==> src/mmd_pkg.sv <==
// mmd_pkg: address map constants and carrier types for the memory map decoder
// assumes a 16-bit cpu address bus and a byte-wide data path
package mmd_pkg;

  // ------------------------------------------------------------
  // address space
  // ------------------------------------------------------------
  localparam int          ADDR_W        = 16;
  localparam logic [15:0] REG_BASE      = 16'h0000;
  localparam logic [15:0] REG_LAST      = 16'h007F;
  localparam logic [15:0] RAM_BASE      = 16'h0080;
  localparam logic [15:0] RAM_LAST      = 16'h01FF;
  localparam logic [15:0] STACK_BASE    = 16'h0180;
  localparam logic [15:0] STACK_LAST    = 16'h01FF;
  localparam logic [15:0] EE_BASE       = 16'h1000;
  localparam logic [15:0] EE_LAST       = 16'h10FF;
  localparam logic [15:0] FLASH_BASE    = 16'hE000;
  localparam logic [15:0] FLASH_LAST    = 16'hFFFF;
  localparam logic [15:0] SEC0_DEF_BASE = 16'hF000;
  localparam logic [15:0] VECT_BASE     = 16'hFFE0;
  localparam logic [15:0] CAL_BASE      = 16'hDEE0;
  localparam logic [15:0] CAL_LAST      = 16'hDEE3;
  localparam logic [15:0] XIRQ_SEL_ADDR = 16'h0030;
  localparam logic [15:0] PIN_OPT_ADDR  = 16'h0031;

  // ------------------------------------------------------------
  // option byte: sector 0 size code, 0=4k 1=2k 2=1k 3=0.5k
  // ------------------------------------------------------------
  localparam logic [1:0]  SEC0_CODE_RST = 2'h0;
  localparam int          NUM_XIRQ      = 4;
  localparam int          NUM_PINS      = 8;
  localparam int          PIN_SEL_W     = 3;
  localparam logic [7:0]  PIN_OPT_RST   = 8'h00;
  localparam logic [11:0] XIRQ_SEL_RST  = 12'h000;

  typedef struct packed {
    logic regs;
    logic ram;
    logic ee;
    logic sec0;
    logic sec1;
  } mmd_sel_type;

  typedef struct packed {
    logic stack;
    logic vect;
    logic cal;
    logic resv;
  } mmd_flag_type;

endpackage

==> src/mmd_decoder.sv <==
// mmd_decoder: flat 64k address decode, vector/stack flags, irq pin routing
// assumes the cpu core drives address and write strobes on I_SYS_CLK
//
// Overview of operation
// - one flat 64k space, memory and registers
// - registers, RAM, EEPROM each selectable region
// - user program region at most 8k
// - stack confined to 180h through 1FFh
// - top bytes hold reset and interrupt vectors
// - flash split in two upper sectors
// - sector zero, top of flash (F000h-FFFFh at the default 4k size), holds all vectors
// - sector zero size set by option byte
// - external irq routed to pin via select register
// - pin option bit chooses pull-up or floating
// - DEE0h-DEE3h return calibration in user mode
`timescale 1ns/1ns
module mmd_decoder #(
  parameter logic [31:0] CAL_VALUES = 32'h80808080
) (
  input  wire logic                                   I_SYS_CLK,
  input  wire logic                                   I_RST,
  input  wire logic [15:0]                            I_ADDR,
  input  wire logic                                   I_WR,
  input  wire logic [7:0]                             I_WDATA,
  input  wire logic                                   I_USER_MODE,
  input  wire logic [1:0]                             I_SEC0_SIZE,
  input  wire logic [mmd_pkg::NUM_PINS-1:0]           I_PINS,
  output mmd_pkg::mmd_sel_type                        O_SEL,
  output mmd_pkg::mmd_flag_type                       O_FLAG,
  output logic      [7:0]                             O_CAL_DATA,
  output logic      [mmd_pkg::NUM_XIRQ-1:0]           O_XIRQ,
  output logic      [mmd_pkg::NUM_PINS-1:0]           O_PULLUP_EN
);

  // ------------------------------------------------------------
  // decode helpers
  // ------------------------------------------------------------
  function automatic logic in_range(input logic [15:0] a, input logic [15:0] lo, input logic [15:0] hi);
    in_range = (a >= lo) && (a <= hi);
  endfunction

  function automatic logic [15:0] sec0_base(input logic [1:0] code);
    sec0_base = mmd_pkg::FLASH_LAST - (16'h0FFF >> code);
  endfunction

  // ------------------------------------------------------------
  // option byte capture after reset release
  // ------------------------------------------------------------
  logic [1:0] sec0_code_r;
  logic       opt_loaded_r;
  logic [15:0] sec0_lo;

  always_ff @(posedge I_SYS_CLK or posedge I_RST) begin
    if (I_RST) begin
      sec0_code_r  <= mmd_pkg::SEC0_CODE_RST;
      opt_loaded_r <= 1'b0;
    end else if (!opt_loaded_r) begin
      sec0_code_r  <= I_SEC0_SIZE;
      opt_loaded_r <= 1'b1;
    end
  end

  assign sec0_lo = sec0_base(sec0_code_r);

  // ------------------------------------------------------------
  // address decode
  // ------------------------------------------------------------
  logic hit_reg;
  logic hit_ram;
  logic hit_ee;
  logic hit_fl;
  logic hit_cal;

  assign hit_reg = in_range(I_ADDR, mmd_pkg::REG_BASE, mmd_pkg::REG_LAST);
  assign hit_ram = in_range(I_ADDR, mmd_pkg::RAM_BASE, mmd_pkg::RAM_LAST);
  assign hit_ee  = in_range(I_ADDR, mmd_pkg::EE_BASE, mmd_pkg::EE_LAST);
  assign hit_fl  = in_range(I_ADDR, mmd_pkg::FLASH_BASE, mmd_pkg::FLASH_LAST);
  assign hit_cal = in_range(I_ADDR, mmd_pkg::CAL_BASE, mmd_pkg::CAL_LAST);

  always_comb begin
    O_SEL      = '0;
    O_SEL.regs = hit_reg;
    O_SEL.ram  = hit_ram;
    O_SEL.ee   = hit_ee;
    O_SEL.sec0 = hit_fl && (I_ADDR >= sec0_lo);
    O_SEL.sec1 = hit_fl && (I_ADDR < sec0_lo);
  end

  always_comb begin
    O_FLAG       = '0;
    O_FLAG.stack = in_range(I_ADDR, mmd_pkg::STACK_BASE, mmd_pkg::STACK_LAST);
    O_FLAG.vect  = I_ADDR >= mmd_pkg::VECT_BASE;
    O_FLAG.cal   = hit_cal && I_USER_MODE;
    O_FLAG.resv  = !(hit_reg || hit_ram || hit_ee || hit_fl) && !O_FLAG.cal;
  end

  // ------------------------------------------------------------
  // calibration bytes
  // ------------------------------------------------------------
  logic [7:0] cal_q;
  logic       cal_rd_r;

  mmd_cal_rom #(
    .CAL_VALUES (CAL_VALUES)
  ) u_cal (
    .i_clk  (I_SYS_CLK),
    .i_rst  (I_RST),
    .i_idx  (I_ADDR[1:0]),
    .o_data (cal_q)
  );

  always_ff @(posedge I_SYS_CLK or posedge I_RST) begin
    if (I_RST) begin
      cal_rd_r <= 1'b0;
    end else begin
      cal_rd_r <= O_FLAG.cal;
    end
  end

  assign O_CAL_DATA = cal_rd_r ? cal_q : 8'h00;

  // ------------------------------------------------------------
  // irq pin select and pin option registers
  // ------------------------------------------------------------
  logic [11:0] xirq_sel_r;
  logic [7:0]  pin_opt_r;

  always_ff @(posedge I_SYS_CLK or posedge I_RST) begin
    if (I_RST) begin
      xirq_sel_r <= mmd_pkg::XIRQ_SEL_RST;
    end else if (I_WR && I_ADDR == mmd_pkg::XIRQ_SEL_ADDR) begin
      xirq_sel_r <= {4'h0, I_WDATA};
    end
  end

  always_ff @(posedge I_SYS_CLK or posedge I_RST) begin
    if (I_RST) begin
      pin_opt_r <= mmd_pkg::PIN_OPT_RST;
    end else if (I_WR && I_ADDR == mmd_pkg::PIN_OPT_ADDR) begin
      pin_opt_r <= I_WDATA;
    end
  end

  assign O_PULLUP_EN = pin_opt_r;

  // ------------------------------------------------------------
  // pin synchronisers and irq routing
  // ------------------------------------------------------------
  logic [mmd_pkg::NUM_PINS-1:0] pin_m_r;
  logic [mmd_pkg::NUM_PINS-1:0] pin_s_r;

  always_ff @(posedge I_SYS_CLK or posedge I_RST) begin
    if (I_RST) begin
      pin_m_r <= '0;
      pin_s_r <= '0;
    end else begin
      pin_m_r <= I_PINS;
      pin_s_r <= pin_m_r;
    end
  end

  genvar g;
  generate
    for (g = 0; g < mmd_pkg::NUM_XIRQ; g++) begin : g_xirq
      logic [1:0] sel;
      assign sel = xirq_sel_r[2*g +: 2];
      always_ff @(posedge I_SYS_CLK or posedge I_RST) begin
        if (I_RST) begin
          O_XIRQ[g] <= 1'b0;
        end else begin
          O_XIRQ[g] <= pin_s_r[{sel, 1'b0} + 3'(g % 2)];
        end
      end
    end
  endgenerate

  // ------------------------------------------------------------
  // checks
  // ------------------------------------------------------------
  chk_one_hot_sel: assert property (@(posedge I_SYS_CLK) disable iff (I_RST)
    !O_FLAG.resv |-> $onehot(O_SEL) || O_FLAG.cal) else $error("select not one-hot");
  chk_vect_in_sec0: assert property (@(posedge I_SYS_CLK) disable iff (I_RST)
    O_FLAG.vect |-> O_SEL.sec0) else $error("vector outside sector zero");
  chk_stack_in_ram: assert property (@(posedge I_SYS_CLK) disable iff (I_RST)
    O_FLAG.stack |-> O_SEL.ram && I_ADDR[8:7] == 2'h3) else $error("stack outside bounds");
  chk_sec0_top: assert property (@(posedge I_SYS_CLK) disable iff (I_RST)
    (I_ADDR[15:9] == 7'h7F || (sec0_code_r == mmd_pkg::SEC0_CODE_RST && I_ADDR >= mmd_pkg::SEC0_DEF_BASE))
      |-> O_SEL.sec0 && !O_SEL.sec1) else $error("sector zero misses top of flash");
  chk_flash_size: assert property (@(posedge I_SYS_CLK) disable iff (I_RST)
    (O_SEL.sec0 || O_SEL.sec1) |-> I_ADDR >= mmd_pkg::FLASH_BASE) else $error("flash exceeds 8k");
  chk_cal_read: assert property (@(posedge I_SYS_CLK) disable iff (I_RST)
    O_FLAG.cal |=> O_CAL_DATA == CAL_VALUES[{$past(I_ADDR[1:0]), 3'h0} +: 8]) else $error("cal byte wrong");
  chk_pullup_wr: assert property (@(posedge I_SYS_CLK) disable iff (I_RST)
    I_WR && I_ADDR == mmd_pkg::PIN_OPT_ADDR |=> O_PULLUP_EN == $past(I_WDATA)) else $error("pin option not stored");
  chk_regs_range: assert property (@(posedge I_SYS_CLK) disable iff (I_RST)
    O_SEL.regs |-> I_ADDR <= mmd_pkg::REG_LAST) else $error("register select out of range");

endmodule

==> src/mmd_cal_rom.sv <==
// mmd_cal_rom: four calibration bytes, registered read data
// assumes the calibration values are fixed at build time
`timescale 1ns/1ns
module mmd_cal_rom #(
  parameter logic [31:0] CAL_VALUES = 32'h80808080
) (
  input  wire logic       i_clk,
  input  wire logic       i_rst,
  input  wire logic [1:0] i_idx,
  output logic      [7:0] o_data
);
  always_ff @(posedge i_clk or posedge i_rst) begin
    if (i_rst) begin
      o_data <= 8'h00;
    end else begin
      o_data <= CAL_VALUES[{i_idx, 3'h0} +: 8];
    end
  end
endmodule

==> config.mk <==
export PLATFORM = sky130hd
export DESIGN_NAME = mmd_decoder
export DESIGN_NICKNAME = d
export VERILOG_FILES = /design/src/mmd_pkg.sv /design/src/mmd_decoder.sv /design/src/mmd_cal_rom.sv
export SDC_FILE = /design/constraint.sdc
export NUM_CORES = 1
export LEC_CHECK = 0
export ABC_AREA = 1
export BUFFER_PORTS_ARGS = -buffer_cell sky130_fd_sc_hd__buf_2
export CORE_MARGIN = 5
export CORE_UTILIZATION = 54
export DETAILED_ROUTE_END_ITERATION = 8
export GPL_TIMING_DRIVEN = 0
export PLACE_DENSITY_LB_ADDON = 0.3
export SYNTH_ARGS = -nofsm -noshare
export SYNTH_HDL_FRONTEND = slang
export SYNTH_HIERARCHICAL = 1
export SYNTH_SLANG_ARGS = --single-unit
==> constraint.sdc <==
create_clock -name I_SYS_CLK -period 3.05 [get_ports I_SYS_CLK]
set_clock_uncertainty 0.15 [all_clocks]
set_input_delay 0.1525 -clock I_SYS_CLK [delete_from_list [all_inputs] [get_ports I_SYS_CLK]]
set_output_delay 0.1525 -clock I_SYS_CLK [all_outputs]
set_load 0.01 [all_outputs]
==> metrics.txt, run 1 <==
CTS tree yes; Vert. Die Dim 71.2 um; Worst slew margin 0.480; Sink Count 41; GRT Total Usage 0.176; Clock H-tree levels 2; sequential-to-total area share from yosys stat 0.508; fin nets 355; crit path launch sec0_code_r[0]; most common cell in the netlist nand2_1; Yosys top cell area share 0.508; HP Class primary input to asynchronous set/reset pin; peak supply drop 0.282 mV; Final Slew Violations 0; CTS Root Cell clkbuf_8; FF+latch count, synth 41; Synth Area in Compound Gates 0.0322; Simple-Gate Fraction of Synth Area 0.323; Die Width 71.2 um; MaxCap Viol Count 0; highest fanout seen on the critical path 3; WL/cell 11.5 um; row count 22; area leader, netlist dfrtp_1; Vias per Instance 4.74; adder-cell share of the synthesized area 0.0186; CTS hold repair buffers 20; first-pass GRT wire length 7190 um; proportion of synthesized area in mux cells 0.00557; layout cells sized above 1 0.298; arrival time worst endpoint 1.59 ns; pre-CTS setup slack 1.45 ns; Fin Setup TNS 0 ns; Flop pwr share 0.501; Post-synth top cells nand2_1, dfrtp_1, inv_1; worst setup slack after layout 1.16 ns; most frequently used flop master after synthesis dfrtp_1; Final period util 0.620; max frequency 529 MHz; post-CTS setup buffers 0; largest net degree at the start of global routing 41; post-DP HPWL 3050 um; CTS buffer count 5; Final Hold Vio Count 0; number of flops mapped to enable cells by yosys 0; core area 3630 um^2; input/output buffers 58; synth top area cells dfrtp_1, nand2_1, nand4_1, inv_1, buf_4; post-CTS sizing 0; PwrDens 419 nW/um^2; fin crit period 1.89 ns; total grt overflow 0; IO Pins 67; switching portion of total power 0.234; Finished Cell Area 2710 um^2; die area 5070 um^2; Worst-Margin Slew 0.779 ns; vias 1719; Post-synth ARST share 1.00; Pleak 1.57 nW; Routed Antenna Nets 0; final wirelength 4190 um; R2R Path Start opt_loaded_r; Yosys cell types 26; YS warnings 6; critical path class flip-flop to output port; R2R Setup Slk 2.07 ns; area share of xor/xnor cells in the synthesized design 0; Clock power frac 0.385; Post-DP Area 2390 um^2; Starting Density 0.556; Residual DRC 0; Clock Path Buffers 2; clk slew on worst S/H paths 0.08 ns; CP required 2.75 ns; status completed; via count of the first global-routing pass 1732; Initial DRC Count 140; endpoints failing setup 0; P_int 869 uW; Synth Instances 223; ant diodes 0; drt first pass iters 4; P_sw 265 uW; initial antenna violation count 0; Mean Syn Cell Area 9.06 um^2; RD Place Congestion 0.770; Skew-Pair Late Insertion Delay 0.29 ns; Startpoint Class flip-flop; combinational family with the most area after synthesis simple AND/OR/NAND/NOR gates; CP Capture Type output port; unrepaired setup endpoints after global routing false; synth-to-layout area growth 34.1%; Mapped Area 2020 um^2; Combinational Power Share 0.114
power by group through the flow:
stage | Clock, mW | Sequential [mW] | Combinational, mW
floorplan | 0 | 0.578 | 0.0613
global placement | 0 | 0.578 | 0.108
detailed placement | 0 | 0.579 | 0.110
CTS | 0.442 | 0.568 | 0.130
global route | 0.468 | 0.570 | 0.146
finish | 0.436 | 0.568 | 0.130
metrics by stage:
step           utilization  total power [mW]  std cells  hold WS, ns
3_5_place_dp         0.659             0.689        335       -0.142
3_3_place_gp         0.659             0.686        335       -0.153
4_1_cts              0.746              1.14        363       0.0901
5_1_grt              0.746              1.18        363        0.110
6_report             0.746              1.13        363       0.0955
2_1_floorplan            -             0.640        229       -0.269
layout by cell type (no fill, tap or decap), drive strengths merged, types with 3 or more instances in the layout:
cell / count
nand2: 72
buf: 70
dfrtp: 41
inv: 26
nor2: 22
dlygate4sd3: 20
nand4: 17
conb: 9
nand3: 8
clkbuf: 7
a21oi: 6
a32oi: 4
nor3: 3
ha: 3
metal layers:
metal,track usage,share of wire,vias up
met4,0.0585,0.012,0
met2,0.303,0.50,57
li1,-,-,878
met3,0.0554,0.071,6
met1,0.207,0.42,778
met5,0,0,-
state kept, by name (all words and copies together), names as in the netlist:
register and cells:
xirq_sel_r 8, pin_m_r 8, u_cal/o_data 1, cal_rd_r 1, sec0_code_r 2, O_PULLUP_EN 8
opt_loaded_r 1, pin_s_r 8, O_XIRQ 4
cells by family (layout without fill, tap and decap cells):
logic type / count (synthesis) / count (layout)
mux: 1 / 1
buf+inv: 40 / 126
compound gates: 10 / 10
simple gates: 125 / 125
flops: 41 / 41
other cells: 3 / 9
fa+ha+maj: 3 / 3
path summary, 6_finish.rpt:
check / cells past startpoint / end
worst max-delay path: 10 / O_SEL[0]
worst min-delay path: 3 / u_cal/o_data[7]
worst max register to register: 1 / sec0_code_r[0]
worst min register to register: 0 / pin_s_r[1]
max in group asynchronous: 3 / sec0_code_r[1]
min in group I_SYS_CLK: 6 / cal_rd_r
worst max-delay path, stage by stage, from the launching register on:
cell and delay [ns]:
dfrtp_1 0.40, nor2_1 0.12, ha_1 0.25, nand2_1 0.07
inv_1 0.04, nand2_1 0.06, nand2_1 0.05, nand2_1 0.05
nand2_1 0.05, nor2_1 0.07, buf_2 0.13
layout make-up:
cell class                 instances  area (um^2)
sequential                        41         1030
fill                             291          925
multi-input combinational        148          801
timing repair buffer              78          490
buffer                            14          119
inverter                          26         97.6
clock buffer                       5         68.8
tap                               48         60.1
clock inverter                     3         46.3
(Power assumes the default switching activity.)
==> run 2, diff against run 1 <==
- CORE_UTILIZATION: 54 -> 50
- clock period: 3.05 -> 1.95 ns (I/O delays scaled with it)
==> run 2 against run 1 <==
Against the previous run: critical endpoint unchanged; register-to-register slack worse by 1.1 ns; final area increased by 1.2%; first-iteration DRC count fell by 49%; hold slack worse by 0.052 ns.
==> metrics.txt, run 2 (synthesized netlist as in run 1, its figures left out) <==
Vert. Die Dim 73.6 um; layout cells sized above 1 0.301; initial antenna violation count 0; via count of the first global-routing pass 1601; Sink Count 41; Final Slew Violations 0; post-DP HPWL 3000 um; largest net degree at the start of global routing 41; Initial DRC Count 71; CP Capture Type output port; WL/cell 11.0 um; Residual DRC 0; unrepaired setup endpoints after global routing true; Skew-Pair Late Insertion Delay 0.28 ns; fillers 328; vias 1693; CTS buffer count 5; synth-to-layout area growth 35.6%; CTS tree yes; total power 1.87 mW; endpoints failing setup 0; HP Class primary input to flip-flop; first-pass GRT wire length 7010 um; max frequency 545 MHz; RD Place Congestion 0.761; CP required 1.70 ns; Util after Layout 0.690; Vias per Instance 4.63; Cell Count Post-Placement 337; core area 3970 um^2; total grt overflow 0; Starting Density 0.509; Clock Path Buffers 2; fin nets 356; worst setup slack after layout 0.116 ns; Final Hold Vio Count 0; Clock H-tree levels 2; drt first pass iters 4; die area 5410 um^2; Routed Antenna Nets 0; final wirelength 4040 um; Startpoint Class flip-flop; pre-CTS setup slack 0.395 ns; peak supply drop 0.608 mV; CTS Root Cell clkbuf_8; PwrDens 684 nW/um^2; Final Non-Filler Cells 366; highest fanout seen on the critical path 3; Worst-Margin Slew 0.787 ns; Pleak 1.58 nW; input/output buffers 58; status completed; fin crit period 1.83 ns; arrival time worst endpoint 1.59 ns; GRT Total Usage 0.167; IO Pins 67; MaxCap Viol Count 0; post-CTS setup buffers 0; ant diodes 0; commonest non-fill, non-tap cells in the layout nand2_1, buf_2, dfrtp_1; Final period util 0.941; row count 23; clk slew on worst S/H paths 0.08 ns; Worst slew margin 0.474; Die Width 73.6 um; R2R Setup Slk 0.95 ns; critical path class flip-flop to output port; most common cell after layout, fill and taps aside nand2_1
==> run 2: cell count changes in the layout (fill, tap and decap cells not counted) <==
| cell | previous run | this run |
|---|---|---|
| clkinv_2 | 0 | 1 |
| clkinv_4 | 1 | 0 |
| bufinv_16 | 1 | 2 |
| dlygate4sd3_1 | 20 | 21 |
| inv_1 | 25 | 24 |
| inv_2 | 1 | 2 |
| clkinvlp_4 | 1 | 0 |
==> run 2: per-stage QoR <==
step                instance area [um^2]  TNS [ns]  hold WS (ns)
floorplan                           2040         0        -0.324
global placement                    2400         0        -0.210
detailed placement                  2400         0        -0.197
CTS                                 2740         0        0.0365
global route                        2740   -0.0203        0.0397
finish                              2740         0        0.0434
==> run 2: worst paths after layout <==
| kind | startpoint | endpoint | cells past startpoint |
|---|---|---|---|
| max | sec0_code_r[1] | O_SEL[0] | 10 |
| min | I_ADDR[2] | cal_rd_r | 6 |
| max reg2reg | opt_loaded_r | sec0_code_r[0] | 1 |
| min reg2reg | pin_m_r[3] | pin_s_r[3] | 0 |
| max in group asynchronous | I_RST | pin_s_r[5] | 3 |
| min in group asynchronous | I_RST | u_cal/o_data[7] | 3 |
==> run 2: final cells by class <==
class / instances / area (um^2) / area share
sequential: 41 / 1030 / 0.374
tap: 50 / 62.6 / 0.0228
timing repair buffer: 79 / 500 / 0.183
clock inverter: 3 / 65.1 / 0.0237
clock buffer: 5 / 68.8 / 0.0251
multi-input combinational: 148 / 801 / 0.292
buffer: 14 / 119 / 0.0434
inverter: 26 / 97.6 / 0.0356
==> run 2: critical path, cell delays in order (launching register included) <==
cell and delay, ns:
dfrtp_1 0.39, nor2_1 0.12, ha_1 0.25, nand2_1 0.09, inv_2 0.04, nand2_1 0.05, nand2_1 0.04, nand2_1 0.05
nand2_1 0.07, nor2_1 0.08, buf_2 0.13
==> run 2: where the power goes <==
group | switching (mW) | total (mW) | internal, mW
Clock | 0.275 | 0.783 | 0.508
Combinational | 0.104 | 0.203 | 0.0995
Sequential | 0.0110 | 0.888 | 0.877
Total | 0.389 | 1.87 | 1.48
==> run 2: timing repair <==
item	CTS	global route
hold buffers	21	0
endpoints found under the setup margin	0	1
gates resized for setup	0	1
hold endpoints to repair	67	0
==> run 2: per-layer routing <==
metal | GRT usage | routed length, um | up-vias
li1 | - | - | 880
met1 | 0.218 | 1750 | 768
met2 | 0.275 | 1990 | 41
met3 | 0.0465 | 266 | 4
met4 | 0.0423 | 32 | 0
met5 | 0 | 0 | -
==> run 3, diff against run 2 <==
- CORE_UTILIZATION: 50 -> 49
- SYNTH_HIERARCHICAL: 1 -> not set
==> run 3 against run 2 <==
Against the previous run: synthesized area down 4.4%; power shrank 6.4%; first-iteration DRC count rose by 37%; die area shrank 2.1%; critical path type unchanged.
==> metrics.txt, run 3 <==
fillers 287; Clock Path Buffers 2; ant diodes 0; Skew-Pair Late Insertion Delay 0.29 ns; top sig layer met4; initial antenna violation count 0; PwrDens 663 nW/um^2; synth top area cells dfrtp_1, nand2_1, nand4_1, buf_4, inv_1; post-CTS setup buffers 0; Mean Syn Cell Area 9.42 um^2; vias 1639; hold wc startpoint I_USER_MODE; Synth Instances 205; Residual DRC 0; endpoints failing setup 0; Yosys top cell area share 0.518; Startpoint Class flip-flop; input/output buffers 58; first-pass GRT wire length 6770 um; MaxCap Viol Count 0; Final Slew Violations 0; row count 22; Util after Layout 0.706; Final Hold Vio Count 0; unrepaired setup endpoints after global routing true; Worst-Margin Slew 0.782 ns; critical path class flip-flop to output port; largest net degree at the start of global routing 41; slowest cell delay on critical path 0.40 ns; FF+latch count, synth 40; fin nets 338; most frequently used flop master after synthesis dfrtp_1; Starting Density 0.516; clk slew on worst S/H paths 0.07 ns; most common cell after layout, fill and taps aside nand2_1; multi-input logic area 781 um^2; Mapped Area 1930 um^2; Vias per Instance 4.74; CP dominant cell by count nand2_1; CTS buffer count 5; commonest non-fill, non-tap cells in the layout nand2_1, buf_2, dfrtp_1; WL/cell 11.8 um; drt first pass iters 4; critical-path cell list nor2_1 -> ha_1 -> a21oi_1 -> nand2_1 -> nand2_1 -> nand2_1 -> nor2_1 -> buf_2; R2R Path Start opt_loaded_r; Post-synth ARST share 1.00; max frequency 551 MHz; Final period util 0.931; Clock H-tree levels 2; Hold Path Cell Cnt 5; Yosys cell types 25; Initial DRC Count 97; via count of the first global-routing pass 1576; final hold slack 0.0798 ns; CTS Root Cell clkbuf_8; arrival time worst endpoint 1.57 ns; YS warnings 0; most common cell in the netlist nand2_1; routed wl met3 245 um; Sink Count 40; CP required 1.70 ns; number of flops mapped to enable cells by yosys 0; final wirelength 4070 um; area leader, netlist dfrtp_1; Worst slew margin 0.478; status completed; WL met1 1640 um; FF+latch area 1000 um^2; Pleak 1.48 nW; Worst Hold Endpoint cal_rd_r; Vert. Die Dim 72.8 um; post-DP HPWL 2900 um; highest fanout seen on the critical path 3; R2R Setup Slk 0.94 ns; peak supply drop 0.576 mV; GRT Total Usage 0.165; RD Place Congestion 0.777; IO Pins 67; CTS tree yes; core area 3740 um^2; DR WL met2 2160 um; fin crit period 1.81 ns; Routed Antenna Nets 0; die area 5300 um^2; CP Capture Type output port; total grt overflow 0; synth-to-layout area growth 36.8%; sequential-to-total area share from yosys stat 0.518; Post-synth top cells nand2_1, dfrtp_1, nand4_1; CP max stage cell dfrtp_1; HP Class primary input to flip-flop; Die Width 72.8 um; layout cells sized above 1 0.326; reg2reg end sec0_code_r[0]; FF-to-FF path depth 1
## run 3: cell count changes after synthesis, sizes merged, moves of 2 or more
cell,change
inv,-8
nand2,-8
nand4,+3
nor3,-2
## run 3: repair_timing
item / CTS / global route
hold endpoints to repair: 66 / 0
hold buffers: 21 / 0
setup endpoints to repair: 0 / 1
resized for setup: 0 / 2
## run 3: kinds of logic (layout without fill, tap and decap cells)
| logic type | after synthesis | in the layout | share of synthesized area |
|---|---|---|---|
| multiplexers | 1 | 1 | 0.00583 |
| AND/OR/NAND/NOR | 116 | 116 | 0.317 |
| AO/OA/AOI/OAI | 12 | 12 | 0.0402 |
| buffers and inverters | 31 | 118 | 0.0959 |
| flip-flops | 40 | 40 | 0.518 |
| other | 2 | 8 | 0.00389 |
| adder cells (fa/ha/maj) | 3 | 3 | 0.0194 |
## run 3: how the worst max path moves through the flow
stage / to / start / slack, ns
finish: O_SEL[0] / sec0_code_r[1] / 0.14
global placement: O_PULLUP_EN[4] / I_RST / 0.34
detailed placement: O_SEL[0] / sec0_code_r[0] / 0.43
floorplan: O_SEL[0] / sec0_code_r[0] / 0.49
CTS: O_SEL[0] / sec0_code_r[0] / 0.1
global route: O_SEL[0] / sec0_code_r[1] / -0.003
## run 3: routing by layer
layer	GRT usage	up-vias
met5	0	-
met1	0.196	750
met2	0.292	46
li1	-	839
met3	0.0510	4
met4	0.0369	0
## run 3: where the power goes
part,internal [mW],switching [mW]
sequential,0.855,0.0119
clock,0.385,0.293
combinational,0.0999,0.108
total,1.34,0.413
## run 3: area by class of cell
class                           instances  area share
Timing Repair Buffer                   79       0.189
Tap cell                               48      0.0227
Sequential cell                        40       0.379
Clock buffer                            5      0.0260
Buffer                                 13      0.0445
Inverter                               18      0.0256
Multi-Input combinational cell        140       0.295
Clock inverter                          3      0.0175
## run 3: metrics by stage
| step | area, um^2 | worst slack (ns) | TNS, ns | cells | total power, mW |
|---|---|---|---|---|---|
| 2_1_floorplan | 1950 | 0.488 | 0 | 211 | 0.980 |
| 3_3_place_gp | 2300 | 0.336 | 0 | 317 | 1.05 |
| 3_5_place_dp | 2300 | 0.425 | 0 | 317 | 1.05 |
| 4_1_cts | 2630 | 0.0962 | 0 | 346 | 1.76 |
| 5_1_grt | 2640 | -0.00338 | -0.00338 | 346 | 1.85 |
| 6_report | 2640 | 0.135 | 0 | 346 | 1.75 |
## run 3: worst max-delay path, delay by kind of cell, from the launching register on
kind | cells | cell delay, ns
adder cells (fa/ha/maj) | 1 | 0.24
AO/OA/AOI/OAI | 1 | 0.16
AND/OR/NAND/NOR | 5 | 0.35
buffers and inverters | 1 | 0.13
flip-flops | 1 | 0.40
